`config.mk`:
```
export PLATFORM = sky130hd
export DESIGN_NAME = frc_timer
export DESIGN_NICKNAME = d
export VERILOG_FILES = /design/src/frc_pkg.sv /design/src/frc_timer.sv /design/src/frc_edge_sync.sv /design/src/frc_capture_slot.sv
export SDC_FILE = /design/constraint.sdc
export NUM_CORES = 1
export LEC_CHECK = 0
export BUFFER_PORTS_ARGS = -buffer_cell sky130_fd_sc_hd__buf_2
export CAP_MARGIN = 0
export CORE_MARGIN = 10
export CORE_UTILIZATION = 45
export DETAILED_ROUTE_END_ITERATION = 10
export PLACE_DENSITY_LB_ADDON = 0.25
export SETUP_SLACK_MARGIN = 0.2
export SYNTH_ARGS = -nofsm -noshare
export SYNTH_HDL_FRONTEND = slang
export SYNTH_SLANG_ARGS = --single-unit
export TNS_END_PERCENT = 30
```
`constraint.sdc`:
```
create_clock -name pclk -period 1.8 [get_ports pclk]
set_clock_uncertainty 0.1 [all_clocks]
set_input_delay 0.27 -clock pclk [delete_from_list [all_inputs] [get_ports pclk]]
set_output_delay 0.27 -clock pclk [all_outputs]
set_load 0.01 [all_outputs]
```
`src/frc_pkg.sv`:
```
// Shared constants and types for the free-running edge capture timer.
// Assumes a single clock domain; PCLK_HZ, CNT_W and the TSTAT bit positions are not used by the timer or its helpers.
`default_nettype none

package frc_pkg;

  // Register indexes; byte address on the bus is four times the index
  localparam logic [5:0] IDX_CNT_LO = 6'h20;  // Counter low byte
  localparam logic [5:0] IDX_CNT_HI = 6'h21;  // Counter high byte
  localparam logic [5:0] IDX_C0R    = 6'h22;  // Channel 0 rising capture
  localparam logic [5:0] IDX_C1R    = 6'h23;  // Channel 1 rising capture
  localparam logic [5:0] IDX_C0F    = 6'h24;  // Channel 0 falling capture
  localparam logic [5:0] IDX_C1F    = 6'h25;  // Channel 1 falling capture
  localparam logic [5:0] IDX_CFG    = 6'h2a;  // Capture configuration
  localparam logic [5:0] IDX_IEN    = 6'h2b;  // Capture interrupt enable
  localparam logic [5:0] IDX_CSTAT  = 6'h2c;  // Capture event status
  localparam logic [5:0] IDX_TSTAT  = 6'h2d;  // Counter event status

  // Capture slot order: bit 0 ch0 rise, 1 ch0 fall, 2 ch1 rise, 3 ch1 fall
  localparam int          NUM_SLOTS = 4;
  localparam logic [3:0][5:0] SLOT_IDX = {IDX_C1F, IDX_C1R, IDX_C0F, IDX_C0R};

  // Configuration field positions
  localparam int CFG_HOLD_BIT  = 7;  // Keep earliest edge
  localparam int CFG_PRESC_LSB = 4;  // Byte-window select, three bits
  localparam int CFG_JOIN_BIT  = 3;  // Wide capture join
  localparam int TSTAT_PER_BIT = 0;  // Periodic event flag
  localparam int TSTAT_OVF_BIT = 1;  // Overflow event flag

  // Reset values
  localparam logic [15:0] CNT_RESET  = 16'h0000;
  localparam logic [7:0]  CFG_RESET  = 8'h00;
  localparam logic [7:0]  IEN_RESET  = 8'h00;
  localparam logic [7:0]  CAP_RESET  = 8'h00;

  // Timing: counter advances once per enabled pclk cycle
  localparam int PCLK_HZ         = 10_000_000;
  localparam int PERIOD_TIME_US  = 1024;  // Periodic interval at the reference rate
  localparam int REF_CLK_MHZ     = 4;     // Reference timebase rate
  localparam int PERIOD_COUNTS   = PERIOD_TIME_US * REF_CLK_MHZ;
  localparam int PERIOD_BITS     = $clog2(PERIOD_COUNTS);
  localparam int OVF_TIME_NS     = 16_384_000;  // Wrap interval at the reference rate
  localparam int OVF_COUNTS      = OVF_TIME_NS * REF_CLK_MHZ / 1000;
  localparam int CNT_W           = $clog2(OVF_COUNTS);

  // Unpacked view of the configuration byte
  typedef struct packed {
    logic       hold;   // Keep earliest edge
    logic [2:0] presc;  // Byte-window select
    logic       wide_capture_join;  // Joins both channels into one wide capture
  } frc_cfg_type;

  // Edge pulses from one input
  typedef struct packed {
    logic rise;
    logic fall;
  } frc_edge_type;

endpackage : frc_pkg

`default_nettype wire

```
`src/frc_timer.sv`:
```
// Free-running 16-bit counter with two 8-bit edge capture channels, APB slave.
// Assumes a 10 MHz pclk that also serves as the capture timebase, and an APB3 master.
//
// How it works
// Sixteen-bit free up-counter is common time base
// Low read latches high byte for coherence
// Low write staged; high write loads both
// Software accesses low byte before high byte
// Periodic request every 4096 counts
// Request when counter wraps to zero
// Two channels, separate rise and fall registers
// Each capture register requests on load
// Hold off: every edge overwrites capture
// Hold on: first edge kept until read
// Window select picks counter bits n+7..n
// Join: channel 1 stores upper byte
// Capture flags set by event, write-one clears
// Capture request gated by its enable bit
// Inputs synchronised, edges from successive samples
`default_nettype none

module frc_timer #(
  parameter int ADDR_W = 8  // APB address width
) (
  // Clock, reset and freeze
  input  wire logic              pclk,
  input  wire logic              presetn,
  input  wire logic              clk_en,
  // APB slave
  input  wire logic              psel,
  input  wire logic              penable,
  input  wire logic              pwrite,
  input  wire logic [ADDR_W-1:0] paddr,
  input  wire logic [31:0]       pwdata,
  output logic      [31:0]       prdata,
  output logic                   pready,
  output logic                   pslverr,
  // Capture pins
  input  wire logic              capture_input_zero,
  input  wire logic              capture_input_one,
  // Requests
  output logic                   periodic_irq,
  output logic                   overflow_irq,
  output logic      [3:0]        capture_irq
);

  // Slot count; the slot order also fixes the bit order of flags and requests
  localparam int NS = frc_pkg::NUM_SLOTS;

  // Bus handshake state
  logic              rd_valid_r;  // prdata holds the answer for this transfer
  logic [5:0]        idx;         // Register index from the address
  logic              aligned;     // Word aligned access
  logic              addr_hit;    // Address maps to a register
  logic              wr_fire;     // Write takes effect this edge
  logic              rd_fire;     // Read completes this edge
  logic              rd_load;     // Answer is captured this edge
  logic [7:0]        rd_mux;      // Selected read byte

  // Timer state
  logic [15:0]       cnt_r;       // Free-running counter
  logic [7:0]        stage_lo_r;  // Staged low byte for writes
  logic [7:0]        hold_hi_r;   // High byte caught on a low read
  logic [7:0]        cfg_r;       // Configuration byte
  logic [7:0]        ien_r;       // Capture enables, low nibble used
  logic [NS-1:0]     cstat_r;     // Capture event flags
  logic [1:0]        tstat_r;     // Periodic and overflow flags
  logic              cnt_load;    // High byte write loads counter
  logic              per_hit;     // Periodic boundary this cycle
  logic              ovf_hit;     // Wrap this cycle
  frc_pkg::frc_cfg_type cfg;      // Configuration view

  // Capture plumbing
  frc_pkg::frc_edge_type edge0;   // Channel 0 edges
  frc_pkg::frc_edge_type edge1;   // Channel 1 edges
  logic [15:0]       shifted;     // Counter moved down by the window select
  logic [7:0]        win8;        // Selected eight counter bits
  logic [NS-1:0]     slot_hit;    // Qualifying edge per slot
  logic [NS-1:0]     slot_load;   // Slot stored a new value
  logic [NS-1:0]     slot_rd;     // Slot read completed
  logic [7:0]        slot_data [NS];
  logic [7:0]        slot_val  [NS];

  assign cfg.hold  = cfg_r[frc_pkg::CFG_HOLD_BIT];
  assign cfg.presc = cfg_r[frc_pkg::CFG_PRESC_LSB +: 3];
  assign cfg.wide_capture_join = cfg_r[frc_pkg::CFG_JOIN_BIT];

  // Address decode; offsets are indexes, so the byte address drops two bits
  assign idx     = paddr[7:2];
  assign aligned = (paddr[1:0] == 2'h0);
  always_comb begin
    addr_hit = 1'b0;
    // Address bits above the byte range must be zero; a shift stays legal at any width
    if (aligned && (paddr >> 8) == '0) begin
      unique case (idx)
        frc_pkg::IDX_CNT_LO, frc_pkg::IDX_CNT_HI,
        frc_pkg::IDX_C0R, frc_pkg::IDX_C1R, frc_pkg::IDX_C0F, frc_pkg::IDX_C1F,
        frc_pkg::IDX_CFG, frc_pkg::IDX_IEN, frc_pkg::IDX_CSTAT,
        frc_pkg::IDX_TSTAT: addr_hit = 1'b1;
        default:            addr_hit = 1'b0;
      endcase
    end
  end

  // Answer is ready once prdata was caught in an enabled cycle
  // Zero wait states at full rate; a setup cycle spent frozen costs one extra
  // access cycle, since the answer is only caught while clk_en is high
  assign pready  = penable & rd_valid_r & clk_en;
  assign pslverr = pready & ~addr_hit;
  assign wr_fire = psel & pready & pwrite & addr_hit;
  assign rd_fire = psel & pready & ~pwrite & addr_hit;
  assign rd_load = psel & clk_en & ~rd_valid_r;

  // Tracks whether the read answer of the current transfer is captured
  // Cleared at the access edge so a back-to-back setup catches fresh data
  always_ff @(posedge pclk or negedge presetn) begin
    if (!presetn) begin
      rd_valid_r <= 1'b0;
    end else if (clk_en) begin
      if (pready) begin
        rd_valid_r <= 1'b0;
      end else if (psel) begin
        rd_valid_r <= 1'b1;
      end
    end
  end

  // Read multiplexer; reserved bits and unmapped addresses read zero
  // Writes select zero too, so prdata never shows a stale register
  always_comb begin
    rd_mux = 8'h00;
    unique case (idx)
      frc_pkg::IDX_CNT_LO: rd_mux = cnt_r[7:0];
      frc_pkg::IDX_CNT_HI: rd_mux = hold_hi_r;
      frc_pkg::IDX_C0R:    rd_mux = slot_val[0];
      frc_pkg::IDX_C0F:    rd_mux = slot_val[1];
      frc_pkg::IDX_C1R:    rd_mux = slot_val[2];
      frc_pkg::IDX_C1F:    rd_mux = slot_val[3];
      frc_pkg::IDX_CFG:    rd_mux = {cfg_r[7:3], 3'h0};
      frc_pkg::IDX_IEN:    rd_mux = {4'h0, ien_r[3:0]};
      frc_pkg::IDX_CSTAT:  rd_mux = {4'h0, cstat_r};
      frc_pkg::IDX_TSTAT:  rd_mux = {6'h00, tstat_r};
      default:             rd_mux = 8'h00;
    endcase
    if (!addr_hit || pwrite) begin
      rd_mux = 8'h00;
    end
  end

  // Read data register, caught at the first enabled cycle of the transfer
  always_ff @(posedge pclk or negedge presetn) begin
    if (!presetn) begin
      prdata <= 32'h0000_0000;
    end else if (rd_load) begin
      prdata <= {24'h00_0000, rd_mux};
    end
  end

  // High byte is caught together with the low byte answer
  // A high read without a fresh low read returns whatever was caught last
  always_ff @(posedge pclk or negedge presetn) begin
    if (!presetn) begin
      hold_hi_r <= 8'h00;
    end else if (rd_load && !pwrite && addr_hit && idx == frc_pkg::IDX_CNT_LO) begin
      hold_hi_r <= cnt_r[15:8];
    end
  end

  // Low byte writes are only staged until the high byte arrives
  // A high write with no fresh low write reuses the last staged byte
  always_ff @(posedge pclk or negedge presetn) begin
    if (!presetn) begin
      stage_lo_r <= 8'h00;
    end else if (wr_fire && idx == frc_pkg::IDX_CNT_LO) begin
      stage_lo_r <= pwdata[7:0];
    end
  end

  assign cnt_load = wr_fire & (idx == frc_pkg::IDX_CNT_HI);

  // Free-running counter; a high byte write replaces one count step
  // It wraps through zero by itself; that wrap is what the overflow event reports
  always_ff @(posedge pclk or negedge presetn) begin
    if (!presetn) begin
      cnt_r <= frc_pkg::CNT_RESET;
    end else if (clk_en) begin
      if (cnt_load) begin
        cnt_r <= {pwdata[7:0], stage_lo_r};
      end else begin
        cnt_r <= cnt_r + 16'h0001;
      end
    end
  end

  // Counter events fire on the step that leaves the boundary value
  assign per_hit = ~cnt_load & (&cnt_r[frc_pkg::PERIOD_BITS-1:0]);
  assign ovf_hit = ~cnt_load & (&cnt_r);

  // Request pulses, registered so they line up with the flag setting
  always_ff @(posedge pclk or negedge presetn) begin
    if (!presetn) begin
      periodic_irq <= 1'b0;
      overflow_irq <= 1'b0;
    end else if (clk_en) begin
      periodic_irq <= per_hit;
      overflow_irq <= ovf_hit;
    end
  end

  // Counter event flags; a set in the clearing cycle wins
  // Zero bits in the clearing write leave their flag alone
  always_ff @(posedge pclk or negedge presetn) begin
    if (!presetn) begin
      tstat_r <= 2'h0;
    end else if (clk_en) begin
      tstat_r <= (tstat_r & ~((wr_fire && idx == frc_pkg::IDX_TSTAT) ? pwdata[1:0] : 2'h0))
                 | {ovf_hit, per_hit};
    end
  end

  // Configuration and enable registers
  // Reserved bits are stored as zero so they always read back zero
  always_ff @(posedge pclk or negedge presetn) begin
    if (!presetn) begin
      cfg_r <= frc_pkg::CFG_RESET;
      ien_r <= frc_pkg::IEN_RESET;
    end else if (wr_fire) begin
      if (idx == frc_pkg::IDX_CFG) begin
        cfg_r <= {pwdata[7:3], 3'h0};
      end
      if (idx == frc_pkg::IDX_IEN) begin
        ien_r <= {4'h0, pwdata[3:0]};
      end
    end
  end

  // Input synchronisers and edge detectors
  // Both pins idle low after reset, matching the reset state of each chain
  frc_edge_sync u_sync0 (
    .pclk     (pclk),
    .presetn  (presetn),
    .clk_en   (clk_en),
    .pin      (capture_input_zero),
    .edge_out (edge0)
  );

  frc_edge_sync u_sync1 (
    .pclk     (pclk),
    .presetn  (presetn),
    .clk_en   (clk_en),
    .pin      (capture_input_one),
    .edge_out (edge1)
  );

  // Window select; a barrel shift is cheaper than an eight-way byte mux here
  assign shifted = cnt_r >> cfg.presc;
  assign win8    = shifted[7:0];

  // Slot inputs; joined mode ignores the second pin entirely
  // and bypasses the window, storing the plain low and high counter bytes
  always_comb begin
    slot_hit[0]  = edge0.rise;
    slot_hit[1]  = edge0.fall;
    slot_hit[2]  = cfg.wide_capture_join ? edge0.rise : edge1.rise;
    slot_hit[3]  = cfg.wide_capture_join ? edge0.fall : edge1.fall;
    slot_data[0] = cfg.wide_capture_join ? cnt_r[7:0] : win8;
    slot_data[1] = cfg.wide_capture_join ? cnt_r[7:0] : win8;
    slot_data[2] = cfg.wide_capture_join ? cnt_r[15:8] : win8;
    slot_data[3] = cfg.wide_capture_join ? cnt_r[15:8] : win8;
  end

  // Four capture registers, each re-armed by a read of itself
  for (genvar s = 0; s < NS; s++) begin : g_slot
    assign slot_rd[s] = rd_fire & (idx == frc_pkg::SLOT_IDX[s]);
    frc_capture_slot #(
      .W (8)
    ) u_slot (
      .pclk     (pclk),
      .presetn  (presetn),
      .clk_en   (clk_en),
      .hit      (slot_hit[s]),
      .data     (slot_data[s]),
      .hold     (cfg.hold),
      .read_ack (slot_rd[s]),
      .value    (slot_val[s]),
      .loaded   (slot_load[s])
    );
  end

  // Capture flags; a load in the same cycle as a write-one clear stays set
  // In joined mode the channel 1 flags follow channel 0 edges
  always_ff @(posedge pclk or negedge presetn) begin
    if (!presetn) begin
      cstat_r <= 4'h0;
    end else if (clk_en) begin
      cstat_r <= (cstat_r & ~((wr_fire && idx == frc_pkg::IDX_CSTAT) ? pwdata[3:0] : 4'h0))
                 | slot_load;
    end
  end

  // Per-slot requests only where enabled
  // Level requests: each stays up until its flag or its enable is cleared
  assign capture_irq = cstat_r & ien_r[3:0];

endmodule : frc_timer

`default_nettype wire

```
`src/frc_edge_sync.sv`:
```
// Two-flop synchroniser plus edge detector for one capture input.
// Assumes the input is asynchronous; edges come out one enabled pclk cycle wide.
`default_nettype none

module frc_edge_sync (
  // Clock and reset
  input  wire logic          pclk,
  input  wire logic          presetn,
  input  wire logic          clk_en,
  // Raw pin and edge pulses
  input  wire logic          pin,
  output frc_pkg::frc_edge_type edge_out
);

  logic meta_r;  // First stage, read only by the second
  logic sync_r;  // Synchronised level
  logic prev_r;  // Previous synchronised level

  // Sampling chain; the extra stage gives the compare value
  always_ff @(posedge pclk or negedge presetn) begin
    if (!presetn) begin
      meta_r <= 1'b0;
      sync_r <= 1'b0;
      prev_r <= 1'b0;
    end else if (clk_en) begin
      meta_r <= pin;
      sync_r <= meta_r;
      prev_r <= sync_r;
    end
  end

  // Edge pulses from successive clean samples
  always_comb begin
    edge_out.rise = sync_r & ~prev_r;
    edge_out.fall = ~sync_r & prev_r;
  end

endmodule : frc_edge_sync

`default_nettype wire

```
`src/frc_capture_slot.sv`:
```
// One capture register with its earliest-edge hold logic.
// Assumes the parent supplies the selected counter bits and a read strobe.
`default_nettype none

module frc_capture_slot #(
  parameter int W = 8  // Captured width
) (
  // Clock and reset
  input  wire logic         pclk,
  input  wire logic         presetn,
  input  wire logic         clk_en,
  // Capture control
  input  wire logic         hit,       // Qualifying edge this cycle
  input  wire logic [W-1:0] data,      // Counter bits to store
  input  wire logic         hold,      // Keep earliest edge
  input  wire logic         read_ack,  // Register read completed
  // Results
  output logic      [W-1:0] value,
  output logic              loaded     // Pulse when a new value is stored
);

  logic full_r;  // Holds an unread value in keep-earliest mode

  // A new value is taken unless an unread earliest edge is being kept
  assign loaded = hit & (~hold | ~full_r);

  // Value storage
  always_ff @(posedge pclk or negedge presetn) begin
    if (!presetn) begin
      value <= frc_pkg::CAP_RESET[W-1:0];
    end else if (clk_en && loaded) begin
      value <= data;
    end
  end

  // Arm tracking; a load in the read cycle wins so that edge is not lost
  always_ff @(posedge pclk or negedge presetn) begin
    if (!presetn) begin
      full_r <= 1'b0;
    end else if (clk_en) begin
      if (loaded) begin
        full_r <= 1'b1;
      end else if (read_ack || !hold) begin
        full_r <= 1'b0;
      end
    end
  end

endmodule : frc_capture_slot

`default_nettype wire

```
==> metrics.cfg <==
[route]
finalWirelength_um=17470
routedWlPerCell_um=21.68
drc=0
via_count=4712
postRouteAntennaNets=0
viasPerCell=5.846
drt_first_pass_iters=6
drt_iter0_drc=430

[global_route]
grt_first_pass_wirelength_um=27710
grt_pass1_vias=5030
grt_overflow=0
grt_antenna_before_repair=0
track_usage=0.1969
grt_max_degree=43

[yosys]
ys_ff_latch=100
synthesis.instances=506
synth_cell_types=62
synth.avg_cell_area_um2=11.19
async_reset_ff_frac=1.000
synth-edff-count=0
netlist_area_mm2=0.005664
yosysWarnings=0
synth-main-ff-cell=dfrtp_1
ys_seq_area_frac=0.4418

[run_status]
status=finished with violations
violations=negative setup slack

[clock_network]
clockBufferDepth=2
cts_buffers=9
htree_levels=3
cts_tree=yes
cts_root_buf=clkbuf_16
clk_latency_ps=360
path_clk_slew_ps=80
clkSinkCount=100

[timing]
final.period_utilization=1.063
final_hold_viol_count=0
worstMarginPinSlew_ps=519.7
final-max-slew-violation-count=0
fin_crit_ps=1914
setup-tns-final_ps=-1870
finalSetupViolCount=35
fmax_ghz=0.5226
slew-limit-headroom=0.6525
whs_ps=54.09
rsz0062_at_grt=true
layout_setup_ws_ps=-113.6

[power]
power_frac_comb=0.278
power.density_mw_per_mm2=945.0
clkPwrFrac=0.290
p_leak_nw=3.399
peakVddDrop_v=0.0007931
internal_power_mw=4.961
seqPwrFrac=0.431
power_mw=7.217
power_switching_mw=2.257
p_sw_frac=0.3127

[hold_path]
hold_class=primary input to flip-flop

[final_layout]
fin_nets=682
final_layout_size_suffix_gt1_frac=0.5094
syn_to_final_growth_pct=34.84
fillers=983
regArea_mm2=0.002515
final_core_util=0.6280
antenna_cells=0
fin_area_mm2=0.007637
instances_no_fill=806
multi_input_area_mm2=0.003257

[floorplan]
dieWidth_um=132.2
dieHeight_um=132.2
initial_core_util=0.4657
core_mm2=0.01216
dieArea_mm2=0.01747
std_cell_rows=40
io_pins=88

[setup_path]
worst_ep_arrival_time_ps=2060
critical_path_class=flip-flop to flip-flop
ff2ff_setup_slack_ps=-110
start_kind=flip-flop
crit_end=g_slot[1].u_slot.value[7]
worst-path-max-fanout=6
endpoint_kind=flip-flop
crit_start=cnt_r[7]
reg2regPathDepth=5
r2r_end=g_slot[1].u_slot.value[7]
worstReg2RegStart=cnt_r[7]
required_ps=1940

[placement]
dp_hpwl_um=13030
placed_area_mm2=0.006744
port_buffers=39
gp_congestion=0.9218
dp.cells=784
dp_slack_ps=-321.7

[job]
maxCapViolCount=0

how the worst min path moves through the flow:
| stage | from | to | depth (start not counted) |
|---|---|---|---|
| floorplan | presetn | cfg_r[3] | 0 |
| global placement | presetn | cnt_r[15] | 1 |
| detailed placement | presetn | cnt_r[15] | 1 |
| finish | capture_input_one | u_sync1.meta_r | 2 |
| global route | capture_input_zero | u_sync0.meta_r | 2 |
| CTS | capture_input_one | u_sync1.meta_r | 2 |
flip-flops by register name (all words and copies together), names as in the netlist, 2 cells and up:
signal,flops
stage_lo_r,8
prdata,8
ien_r,4
g_slot.u_slot.full_r,4
g_slot.u_slot.value,32
cstat_r,4
hold_hi_r,8
cfg_r,5
tstat_r,2
cnt_r,16
Yosys cell counts, types with 7 or more instances:
master | count | area share
a21oi_1 | 22 | 0.019
buf_2 | 13 | 0.011
buf_4 | 28 | 0.037
clkbuf_1 | 10 | 0.0066
dfrtp_1 | 100 | 0.44
inv_1 | 23 | 0.015
mux2_2 | 61 | 0.12
mux2i_1 | 10 | 0.018
mux4_2 | 20 | 0.080
nand2_1 | 30 | 0.020
nand3_1 | 7 | 0.0062
nand4_1 | 11 | 0.012
nor2_1 | 14 | 0.0093
nor3_1 | 11 | 0.0097
o21ai_0 | 24 | 0.021
o22ai_1 | 9 | 0.0099
logic make-up after synthesis:
logic type | after synthesis | synth area share
AOI/OAI and AO/OA | 105 | 0.1286
adders and majority gates | 1 | 0.002209
buffers and inverters | 82 | 0.07753
DFF | 100 | 0.4418
muxes | 91 | 0.2185
other | 1 | 0.0006621
and+or+nand+nor | 126 | 0.1308
cell usage in the layout, fill, tap and decap left out, types with 12 or more instances in the layout:
cell type,instances
dfrtp_1,90
buf_4,88
mux2_2,38
buf_2,32
nand2_1,29
conb_1,24
inv_1,23
mux2_4,23
buf_6,21
mux4_2,20
o21ai_0,15
nor2_1,13
a21oi_2,12
timing repair:
item                                    4_1_cts  5_1_grt
endpoints found under the hold margin        23        0
gates resized for setup                     104       33
endpoints found under the setup margin       87       94
hold buffers                                  1        0
buffers inserted                              3        2
pin swaps                                    30       29
cell type report:
| type | count | area share |
|---|---|---|
| Clock buffer | 11 | 0.03309 |
| Clock inverter | 5 | 0.009338 |
| Inverter | 23 | 0.01130 |
| Multi-Input combinational cell | 347 | 0.4264 |
| Sequential cell | 100 | 0.3293 |
| Tap cell | 168 | 0.02752 |
| Timing Repair Buffer | 152 | 0.1630 |
power groups by stage:
stage / sequential [mW] / combinational (mW) / clock [mW]
finish: 3.11 / 2.01 / 2.10
detailed placement: 3.11 / 1.81 / 0
CTS: 3.09 / 1.94 / 2.11
global placement: 3.09 / 1.76 / 0
floorplan: 2.94 / 1.22 / 0
global route: 3.16 / 2.17 / 2.21
critical path, stage by stage (launching register included):
cell     delay [ps]
dfrtp_1         420
buf_6           150
mux4_2          530
o22ai_4         240
a21oi_2          80
mux2_2          270
routing by layer:
layer	wire, µm	vias up	GRT usage
met5	0	-	0
met4	454	0	0.07090
met3	1098	34	0.05297
met2	8486	169	0.3236
met1	7432	2395	0.2426
li1	-	2114	-
No activity file was read; power rests on OpenSTA's default activity.
